`src/verilog/vpt_pkg.sv`:
```
// Package with constants and carrier types for the virtual page translator.
package vpt_pkg;
  localparam int ADDR_W      = 32;
  localparam int PAGE_W      = 20;
  localparam int OFFS_W      = 12;
  localparam int PAGE_BYTES  = 4096;
  localparam int TLB_ENTRIES = 8;
  localparam int TLB_IDX_W   = 3;
  localparam int RST_MIN_CYCLES = 64;
  localparam int RST_CNT_W   = 7;
  localparam logic [RST_CNT_W-1:0] RST_CNT_MAX = 7'h7f;
  localparam logic [7:0] CTRL_RESET   = 8'h00;
  localparam logic [7:0] STATUS_RESET = 8'h00;
  localparam int CTRL_XLAT_EN = 0;
  localparam int CTRL_DBG_EN  = 1;
  localparam int CTRL_DBG_RANGE = 2;
  localparam int STAT_FAULT   = 0;
  localparam int STAT_PROT    = 1;
  localparam int STAT_DBG_HIT = 2;
  localparam int STAT_SHORT_RST = 3;

  typedef struct packed {
    logic [PAGE_W-1:0] page;
    logic [OFFS_W-1:0] offset;
  } vpt_vaddr_s;

  typedef struct packed {
    logic              valid;
    logic              user_ok;
    logic              write_ok;
    logic [PAGE_W-1:0] vpage;
    logic [PAGE_W-1:0] frame;
  } vpt_entry_s;

  typedef enum logic [1:0] {
    VPT_RESET  = 2'b00,
    VPT_IDLE   = 2'b01,
    VPT_ABORT  = 2'b11
  } vpt_state_e;
endpackage : vpt_pkg

```
`src/verilog/vpt_lookup.sv`:
```
// Fully associative page lookup producing hit, frame and permission result.
`timescale 1ns/100ps
module vpt_lookup (
  input  vpt_pkg::vpt_entry_s [vpt_pkg::TLB_ENTRIES-1:0] entries,
  input  wire logic [vpt_pkg::PAGE_W-1:0]                 vpage,
  input  wire logic                                       user_mode,
  input  wire logic                                       write_acc,
  output logic                                            hit,
  output logic                                            allowed,
  output logic [vpt_pkg::PAGE_W-1:0]                      frame
);
  logic [vpt_pkg::TLB_ENTRIES-1:0] match;
  logic [vpt_pkg::TLB_ENTRIES-1:0] perm;
  logic [vpt_pkg::PAGE_W-1:0]      fsel [vpt_pkg::TLB_ENTRIES];

  // Per-entry compare; a match with no rights still counts as resident.
  for (genvar i = 0; i < vpt_pkg::TLB_ENTRIES; i++) begin : g_ent
    assign match[i] = entries[i].valid && (entries[i].vpage == vpage);
    assign perm[i]  = (!user_mode || entries[i].user_ok) && (!write_acc || entries[i].write_ok);
    if (i == 0) begin : g_first
      assign fsel[i] = match[i] ? entries[i].frame : '0;
    end else begin : g_rest
      assign fsel[i] = match[i] ? entries[i].frame : fsel[i-1];
    end
  end

  // Access check is part of every translation.
  assign hit     = |match;
  assign allowed = |(match & perm);
  assign frame   = fsel[vpt_pkg::TLB_ENTRIES-1];
endmodule : vpt_lookup

```
`src/verilog/vpt_translator.sv`:
```
// Top of the virtual page translator: translation, abort, fault capture, debug watch, reset.
`timescale 1ns/100ps
module vpt_translator (
  input  wire logic                          clock_phase_one,
  input  wire logic                          clock_phase_two,
  input  wire logic                          rst,
  input  wire logic                          chip_reset_input,
  input  wire logic                          addr_strobe,
  input  wire logic [vpt_pkg::ADDR_W-1:0]    virt_addr,
  input  wire logic                          user_mode,
  input  wire logic                          write_acc,
  input  wire logic                          ctrl_wr,
  input  wire logic [7:0]                    ctrl_wdata,
  input  wire logic                          entry_wr,
  input  wire logic [vpt_pkg::TLB_IDX_W-1:0] entry_idx,
  input  vpt_pkg::vpt_entry_s                entry_wdata,
  input  wire logic                          watch_wr,
  input  wire logic [vpt_pkg::ADDR_W-1:0]    watch_lo,
  input  wire logic [vpt_pkg::ADDR_W-1:0]    watch_hi,
  input  wire logic                          status_clr,
  output logic [vpt_pkg::ADDR_W-1:0]         phys_addr,
  output logic                               phys_addr_valid_strobe_n,
  output logic                               reset_abort_output_n,
  output logic [vpt_pkg::ADDR_W-1:0]         fault_addr,
  output logic [7:0]                         translation_control_reg,
  output logic [7:0]                         translation_status_reg,
  output logic                               debug_hit
);
  // The phase two clock is not needed: every register lives on phase one.
  // It stays on the port list because the clock source always delivers both phases,
  // and a later refinement of the output timing may want the second edge.
  logic                            in_reset_q;
  logic [vpt_pkg::RST_CNT_W-1:0]   rst_cnt_q;
  logic [vpt_pkg::RST_CNT_W-1:0]   rst_cnt_d;
  vpt_pkg::vpt_state_e             state_q;
  vpt_pkg::vpt_state_e             state_d;
  vpt_pkg::vpt_entry_s [vpt_pkg::TLB_ENTRIES-1:0] entries_q;
  logic [vpt_pkg::ADDR_W-1:0]      watch_lo_q;
  logic [vpt_pkg::ADDR_W-1:0]      watch_hi_q;
  logic [7:0]                      ctrl_q;
  logic [7:0]                      ctrl_d;
  logic [7:0]                      status_q;
  logic [7:0]                      status_d;
  logic [vpt_pkg::ADDR_W-1:0]      fault_q;
  logic [vpt_pkg::ADDR_W-1:0]      pa_q;
  logic                            pav_n_q;
  logic                            rab_n_q;
  logic                            dbg_q;

  vpt_pkg::vpt_vaddr_s             va;
  logic                            hit;
  logic                            allowed;
  logic [vpt_pkg::PAGE_W-1:0]      frame;
  logic                            xlat_en;
  logic                            go;
  logic                            do_abort;
  logic                            do_pass;
  logic                            watch_match;
  logic                            short_rst;
  logic                            entering_reset;
  // Next values of the output flops.
  logic [vpt_pkg::ADDR_W-1:0]      pa_d;
  logic                            pav_n_d;
  logic                            rab_n_d;
  logic                            dbg_d;

  // Address split: upper page number, lower byte offset within a 4 Kbyte page.
  assign va = virt_addr;

  vpt_lookup u_lookup (
    .entries   (entries_q),
    .vpage     (va.page),
    .user_mode (user_mode),
    .write_acc (write_acc),
    .hit       (hit),
    .allowed   (allowed),
    .frame     (frame)
  );

  // Request decode; with translation off pages map one to one and no check applies.
  assign xlat_en  = ctrl_q[vpt_pkg::CTRL_XLAT_EN];
  // A request on the very edge that first sees chip reset is refused as well.
  assign go       = addr_strobe && !chip_reset_input && !in_reset_q && (state_q == vpt_pkg::VPT_IDLE);
  assign do_abort = go && xlat_en && !(hit && allowed);
  assign do_pass  = go && !do_abort;

  // Debug watch, single address when range mode is off, else inclusive range.
  assign watch_match = ctrl_q[vpt_pkg::CTRL_DBG_RANGE] ?
                       ((virt_addr >= watch_lo_q) && (virt_addr <= watch_hi_q)) :
                       (virt_addr == watch_lo_q);

  // A reset release before the minimum hold count is flagged.
  assign entering_reset = chip_reset_input && !in_reset_q;
  assign short_rst = in_reset_q && !chip_reset_input &&
                     (rst_cnt_q < vpt_pkg::RST_CNT_W'(vpt_pkg::RST_MIN_CYCLES));

  // Reset hold counter saturates so a long reset never wraps back to short.
  assign rst_cnt_d = !chip_reset_input ? '0 :
                     (rst_cnt_q == vpt_pkg::RST_CNT_MAX) ? rst_cnt_q : rst_cnt_q + 1'b1;

  // Next state: the abort state lasts one cycle so the pulse is exactly one clock.
  always_comb begin
    state_d = state_q;
    case (state_q)
      vpt_pkg::VPT_RESET: begin
        if (!chip_reset_input) begin
          state_d = vpt_pkg::VPT_IDLE;
        end
      end
      vpt_pkg::VPT_IDLE: begin
        if (do_abort) begin
          state_d = vpt_pkg::VPT_ABORT;
        end
      end
      vpt_pkg::VPT_ABORT: begin
        state_d = vpt_pkg::VPT_IDLE;
      end
      default: begin
        state_d = vpt_pkg::VPT_IDLE;
      end
    endcase
    if (chip_reset_input) begin
      state_d = vpt_pkg::VPT_RESET;
    end
  end

  // Control is cleared by chip reset; software writes otherwise.
  assign ctrl_d = chip_reset_input ? vpt_pkg::CTRL_RESET :
                  ctrl_wr ? ctrl_wdata : ctrl_q;

  // Status: hardware set wins over a software clear arriving in the same cycle.
  always_comb begin
    status_d = status_clr ? vpt_pkg::STATUS_RESET : status_q;
    if (do_abort) begin
      status_d[vpt_pkg::STAT_FAULT] = 1'b1;
      status_d[vpt_pkg::STAT_PROT]  = hit;
    end
    if (go && ctrl_q[vpt_pkg::CTRL_DBG_EN] && watch_match) begin
      status_d[vpt_pkg::STAT_DBG_HIT] = 1'b1;
    end
    if (chip_reset_input) begin
      status_d = vpt_pkg::STATUS_RESET;
    end
    if (short_rst) begin
      status_d[vpt_pkg::STAT_SHORT_RST] = 1'b1;
    end
  end

  // Next values of the output stage; named wires keep every output flop to one assignment.
  assign pa_d    = !do_pass ? pa_q : (xlat_en ? {frame, va.offset} : virt_addr);
  assign pav_n_d = !(do_pass && !chip_reset_input);
  assign rab_n_d = !(chip_reset_input || (do_abort && !entering_reset));
  assign dbg_d   = go && ctrl_q[vpt_pkg::CTRL_DBG_EN] && watch_match;

  // Chip reset as seen on the last phase one edge; requests are refused while it is set.
  always_ff @(posedge clock_phase_one or posedge rst) begin
    if (rst) begin
      in_reset_q <= 1'b1;
    end else begin
      in_reset_q <= chip_reset_input;
    end
  end

  // Reset hold counter. Only its value on the release edge matters, so even a
  // glitch of a few cycles is counted and flagged rather than silently obeyed.
  always_ff @(posedge clock_phase_one or posedge rst) begin
    if (rst) begin
      rst_cnt_q <= '0;
    end else begin
      rst_cnt_q <= rst_cnt_d;
    end
  end

  // Timing state; it moves at most once per phase one edge.
  always_ff @(posedge clock_phase_one or posedge rst) begin
    if (rst) begin
      state_q <= vpt_pkg::VPT_RESET;
    end else begin
      state_q <= state_d;
    end
  end

  // Control register, cleared by the power reset here and by chip reset through ctrl_d.
  always_ff @(posedge clock_phase_one or posedge rst) begin
    if (rst) begin
      ctrl_q <= vpt_pkg::CTRL_RESET;
    end else begin
      ctrl_q <= ctrl_d;
    end
  end

  // Status register. Its bits except the protection bit, which each abort rewrites, are sticky: once set they wait for a software clear or a chip reset,
  // so a handler that runs late still sees why the last access was stopped.
  always_ff @(posedge clock_phase_one or posedge rst) begin
    if (rst) begin
      status_q <= vpt_pkg::STATUS_RESET;
    end else begin
      status_q <= status_d;
    end
  end

  // Translation entries are loaded from the side ports. Only the power reset clears them,
  // so a chip reset cannot throw away a table that software has already built.
  always_ff @(posedge clock_phase_one or posedge rst) begin
    if (rst) begin
      entries_q <= '0;
    end else if (entry_wr) begin
      entries_q[entry_idx] <= entry_wdata;
    end
  end

  // Lower watch bound, also the single watched address; kept through chip reset.
  always_ff @(posedge clock_phase_one or posedge rst) begin
    if (rst) begin
      watch_lo_q <= '0;
    end else if (watch_wr) begin
      watch_lo_q <= watch_lo;
    end
  end

  // Upper watch bound, only used in range mode; kept through chip reset.
  always_ff @(posedge clock_phase_one or posedge rst) begin
    if (rst) begin
      watch_hi_q <= '0;
    end else if (watch_wr) begin
      watch_hi_q <= watch_hi;
    end
  end

  // Fault address: written only by an abort and left alone by chip reset,
  // so the fault handler can read which page was missing.
  always_ff @(posedge clock_phase_one or posedge rst) begin
    if (rst) begin
      fault_q <= '0;
    end else if (do_abort) begin
      fault_q <= virt_addr;
    end
  end

  // Physical address holds the last translated address until the next pass.
  always_ff @(posedge clock_phase_one or posedge rst) begin
    if (rst) begin
      pa_q <= '0;
    end else begin
      pa_q <= pa_d;
    end
  end

  // Valid strobe, active low, one cycle per passed request.
  always_ff @(posedge clock_phase_one or posedge rst) begin
    if (rst) begin
      pav_n_q <= 1'b1;
    end else begin
      pav_n_q <= pav_n_d;
    end
  end

  // Reset/abort line: low through reset so it can reset the processor, and low for exactly
  // one cycle per abort; the abort state refuses the next request so no second pulse joins it.
  always_ff @(posedge clock_phase_one or posedge rst) begin
    if (rst) begin
      rab_n_q <= 1'b0;
    end else begin
      rab_n_q <= rab_n_d;
    end
  end

  // Debug hit pulse, one cycle for each taken request that falls on the watch.
  always_ff @(posedge clock_phase_one or posedge rst) begin
    if (rst) begin
      dbg_q <= 1'b0;
    end else begin
      dbg_q <= dbg_d;
    end
  end

  // Dedicated physical bus, separate from the virtual input.
  assign phys_addr                = pa_q;
  assign phys_addr_valid_strobe_n = pav_n_q;
  assign reset_abort_output_n     = rab_n_q;
  assign fault_addr               = fault_q;
  assign translation_control_reg  = ctrl_q;
  assign translation_status_reg   = status_q;
  assign debug_hit                = dbg_q;
endmodule : vpt_translator
```
`config.mk`:
```
export PLATFORM = sky130hd
export DESIGN_NAME = vpt_translator
export DESIGN_NICKNAME = d
export VERILOG_FILES = /design/src/verilog/vpt_pkg.sv /design/src/verilog/vpt_lookup.sv /design/src/verilog/vpt_translator.sv
export SDC_FILE = /design/constraint.sdc
export NUM_CORES = 1
export LEC_CHECK = 0
export BUFFER_PORTS_ARGS = -buffer_cell sky130_fd_sc_hd__buf_4
export CAP_MARGIN = 20
export CORE_MARGIN = 3
export CORE_UTILIZATION = 64
export CTS_CLUSTER_DIAMETER = 80
export DETAILED_ROUTE_END_ITERATION = 8
export GPL_TIMING_DRIVEN = 0
export PLACE_DENSITY = 0.87
export RECOVER_POWER = 100
export SLEW_MARGIN = 0
export SYNTH_ARGS = -nofsm -noshare
export SYNTH_HDL_FRONTEND = slang
export SYNTH_SLANG_ARGS = --single-unit
```
`constraint.sdc`:
```
create_clock -name clock_phase_one -period 31.2 [get_ports clock_phase_one]
set_input_delay 4.68 -clock clock_phase_one [delete_from_list [all_inputs] [get_ports clock_phase_one]]
set_output_delay 4.68 -clock clock_phase_one [all_outputs]
set_load 0.005 [all_outputs]
```
Word level (Yosys, flattened, before mapping)
Cells that the tools add are included.
Cells by class
  $add $sub $neg: 1
  order comparisons: 5
  eq/ne operators: 13
  multiplexer cells: 25
  bitwise gates (word level): 1
  reductions and logical operators: 65
Operators by type and width (number)
  bitwise mux 344 bit: 1
  == test 20 bit: 8
  2-to-1 mux 20 bit: 8
  demux 43 bit (select 3 bit): 1
  2-to-1 mux 43 bit: 1
  == test 32 bit: 1
  >= comparator 32 bit: 1
  less-or-equal comparator 32 bit: 1
  logical AND 1 bit: 32
  2-to-1 mux 32 bit: 1
  2-to-1 mux 8 bit: 4
  logical OR 1 bit: 17
  OR reduction 8 bit: 2
  2-to-1 mux 7 bit: 2
  zero test 1 bit: 9
  nonzero test 3 bit: 3
  bitwise AND 8 bit: 1
  2-to-1 mux 2 bit: 4
  adder 7 x 1 -> 7 bit (second input constant): 1
  == test 7 bit (second input constant): 1
  < comparator 7 bit (second input constant): 1
  < comparator 3 x 4 -> 1 bit (second input constant): 1
  nonzero test 2 bit: 2
  >= comparator 3 x 1 -> 1 bit (second input constant): 1
  other kinds (4): 6
Storage, ports and cells
  bits in registers: 501
  input bits: 161
  output and inout bits: 83
  word-level logic and storage cells: 165

Depth between registers and ports, before layout
  word-level depth: 12
  gate-level depth with buffers: 12
  mapped depth without buffers: 10

Hierarchy
From an unflattened synthesis, not the netlist that was laid out.
Unflattened totals
  cell total of the unflattened synthesis: 2049
  area, all modules: 24078.1 µm²
Modules (own cells, without submodules)
  vpt_translator: instances 1, cells an instance 1506, area each 20305.7 µm², seq. area each 12439.4 µm²
  vpt_lookup: instances 1, cells an instance 543, area each 3772.4 µm², seq. area each 0.0 µm²

Worst setup path before layout
No wires, ideal clock.
  kind: input-to-reg
  from: input virt_addr[12] (netlist name)
  to: register fault_q, in the netlist fault_addr[10]
  library setup time: 125 ps
  arrival time: 6861 ps
  data required time: 31075 ps
  slack: 24214 ps
  cell stages on the path: 11
  buffers on the path: 3
  path through: buf_2 > xnor2_1 > nand4_1 > or4_4 > or3_1 > o2111ai_1 > nor2_1 > and2_1 > buf_6 > buf_6 > mux2_4
On the way
  word-level cells in the longest chain between the ends: 7
  elaborated cells on any way between the ends: 22
  those cells by class: 8 x eq/ne; 1 x bitwise; 13 x reduce/logical
Ends and longest elaborated chain
  from (decl): line vpt_translator.sv:9  | input wire logic [vpt_pkg::ADDR_W-1:0] virt_addr,
  == test 20 bit: line vpt_lookup.sv:18  | assign match[i] = entries[i].valid && (entries[i].vpage == vpage);
  logical AND 1 bit: line vpt_lookup.sv:18
  bitwise AND 8 bit: line vpt_lookup.sv:29  | assign allowed = |(match & perm);
  OR reduction 8 bit: line vpt_lookup.sv:29
  logical AND 1 bit *: line vpt_translator.sv:84  | assign do_abort = go && xlat_en && !(hit && allowed);
  zero test 1 bit *: line vpt_translator.sv:84
  logical AND 1 bit *: line vpt_translator.sv:84
  to (signal assigned): line vpt_translator.sv:236  | fault_q <= virt_addr;
  to (decl): line vpt_translator.sv:44  | logic [vpt_pkg::ADDR_W-1:0] fault_q;
Mark *: on every way between the ends. The rest lies on a longest branch, timed or not.
A chain may end at the register's enable or synchronous reset.

==> impl_metrics.toml <==
[floorplanning]
die_h_um = 199.4
ioPinCount = 244
core-area_um2 = 36790
rows = 70
die_x_um = 199.4
start_util_pct = 65.10
design.die.area_um2 = 39780

[setup_path]
worstSetupPathType = "in -> async"
r2r_slack_ps = 27180
start_kind = "input pin"
cp_num_buf_inv = 4
worstPathCellList = "clkbuf_4 -> clkinvlp_2 -> clkbuf_1 -> clkbuf_1"
crit_required_ps = 30690
path_max_fanout = 125
crit_family = "buffers and inverters"
regToRegStartpoint = "watch_hi_q[31]$_DFFE_PP0P_"
cpMaxStageDelayCell = "clkbuf_1"
arrival_ps = 15130
ff2ff_path_depth = 8
critical-path-max-stage-delay_ps = 4660
critPathCaptureType = "asynchronous set/reset pin"
timing.rr.end = "debug_hit$_DFF_PP0_"
cp_common_cell = "clkbuf_1"

[sta]
fin_crit_sh_pct = 50.14
setup_tns_ps = 0
rsz0062_at_grt = "false"
slew_viol_final = 393
max-slew-margin-rel_pct = -335.8
report.final.hold_viol_count = 0
fin_skew_ps = 26.21
setup_viol = 0
layout_min_cycle_time_ps = 15640
max_slew.worst_pin.slew_ps = 6536
fmax_ghz = 0.06392
whs_ps = 477.7

[worst_hold_path]
whs_path_depth = 1
min_from = "translation_status_reg[2]$_DFFE_PP0P_"
hold_path_end = "translation_status_reg[2]$_DFFE_PP0P_"
hp-class = "reg -> reg"

[layout]
nets = 2513
layout-drive-gt1-share_pct = 28.32
fin_cells = 2795
layout_commonest_cell = "dfrtp_1"
largest_reg_flops = 344
stdcell_area_um2 = 27740
post-route-util_pct = 75.40
most-common-layout-cells = "dfrtp_1 (495), mux2_2 (330), buf_4 (159)"
regMostFlops = "entries_q"
diodes = 0
area_growth_pct = 15.82

[clocking]
cts_buffers = 50
cts.htree.levels = 2
cts_root_buf = "clkbuf_16"
cts_resized = 0
hold_buffers = 0
clockBufferDepth = 3
cts_tree = "done"
clk_latency_ps = 600
cts.reportedPaths.clkPinSlew_ps = 60
cts_setup_buffers = 0
clock-sinks = 497

[grt]
grt_pass1_vias = 19030
grt_max_degree = 126
grt_first_pass_wirelength_mm = 109.1
grt-ovfl-total = 0
grt_usage_pct = 36.32
antenna_found_initial = 1

[run]
max_cap_viol_count = 5

[yosys]
synth-simple-area-share_pct = 7.644
synth_edf_count = 0
synth_compound_area_share_pct = 8.746
synth_top_family_by_area = "multiplexers"
synth_area_per_cell_um2 = 12.02
synth_warnings = 0
ys_ff_latch = 497
async_flop_share_pct = 100.0
synth_adder_area_share_pct = 3.396
seq_area_frac_synth_pct = 51.94
synth_ff_type = "dfrtp_1"
synth.distinct_cells = 62
synth_area_um2 = 23950
synthXorXnorAreaFrac_pct = 5.993
syn_inst = 1992
synth.area.mux_share_pct = 18.35

[pwr]
seqPwrFrac_pct = 47.4
p_sw_share_pct = 27.77
switchingPower_w = 0.0004955
vdd_drop_max_mv = 0.05392
p_clk_share_pct = 33.8
leakage_nw = 12.38
p_per_area_nw_per_um2 = 64.33
share_comb_of_total_power_pct = 18.7
p_int_w = 0.001289

[outcome]
failed_checks = "max-capacitance violations, max-slew violations"
outcome = "finished, violations left"

[route]
vias = 18300
dr.pass1.iters = 6
ant_nets = 0
drc_errors = 0
post_drt_wl_per_cell_um = 25.64
drt_iter0_markers = 1676
wl_mm = 71.67
via_per_inst = 6.548

[placement]
place_inst = 2701
placement.io_buffers = 232
dpl-instance-area_um2 = 26420
dp_hpwl_mm = 48.65
gp_congestion = 0.9758
[per-layer routing]
metal,wire [um],global-route usage [%],up-vias
li1,-,-,7702
met1,26020,44.95,9092
met2,33300,58.04,1175
met3,7264,8.801,332
met4,5085,22.49,0
met5,0,0,-
[power by group through the flow]
stage          Sequential [W]  Clock (W)  Combinational (W)
2_1_floorplan        0.000835          0           0.000225
3_3_place_gp         0.000847          0           0.000319
3_5_place_dp         0.000853          0           0.000337
4_1_cts              0.000844   0.000605           0.000343
5_1_grt              0.000858   0.000633           0.000362
6_report             0.000847   0.000603           0.000334
[cell usage after synthesis (all sizes together), types with 19 or more instances]
cell type    n  area, um2
mux2       369       4294
a21oi       33      165.2
xnor2      102      900.9
buf         39      306.5
nor2        89      336.6
a221oi      38      332.8
o221ai      19      166.4
clkbuf      76      285.3
inv         91      341.6
o21a        23      172.7
dfrtp      495      12390
nand4       56      350.3
nor4        26      162.7
o21ai      132      660.6
ha          65      813.3
a32o        19      190.2
a21o        21      157.7
xor2        61      534.3
nand2      103      386.6
[stage by stage]
stage / total power, W / worst slack, ps
5_1_grt: 0.001853 / 13390
3_5_place_dp: 0.001190 / 23000
4_1_cts: 0.001792 / 23580
3_3_place_gp: 0.001165 / 8197
2_1_floorplan: 0.001060 / 12650
6_report: 0.001784 / 15560
[cell families after synthesis]
| logic type | Yosys count |
|---|---|
| compound gates | 317 |
| xor+xnor | 163 |
| fa+ha+maj | 65 |
| buf+inv | 207 |
| flops | 497 |
| mux | 379 |
| other cells | 1 |
| simple gates | 363 |
[worst max path at each step]
stage	startpoint	to	slack, ps	cells past startpoint
5_1_grt	rst	phys_addr[3]$_DFFE_PP0P_	13390	4
6_report	rst	rst_cnt_q[0]$_DFFE_PP0P_	15560	4
4_1_cts	virt_addr[29]	translation_status_reg[2]$_DFFE_PP0P_	23580	9
3_5_place_dp	virt_addr[29]	translation_status_reg[2]$_DFFE_PP0P_	23000	9
2_1_floorplan	rst	debug_hit$_DFF_PP0_	12650	1
3_3_place_gp	rst	fault_addr[2]$_DFFE_PP0P_	8200	2
[layout make-up]
| class | instances | area, um2 |
|---|---|---|
| flip-flops and latches | 497 | 12440 |
| multi-input cells | 1291 | 10460 |
| fillers | 2329 | 9050 |
| repair buffers | 240 | 1713 |
| clock buffers | 80 | 1514 |
| well taps | 468 | 585.6 |
| plain buffers | 115 | 544.3 |
| inverters | 92 | 346.6 |
| clock inverters | 12 | 133.9 |
(Power assumes the default switching activity.)
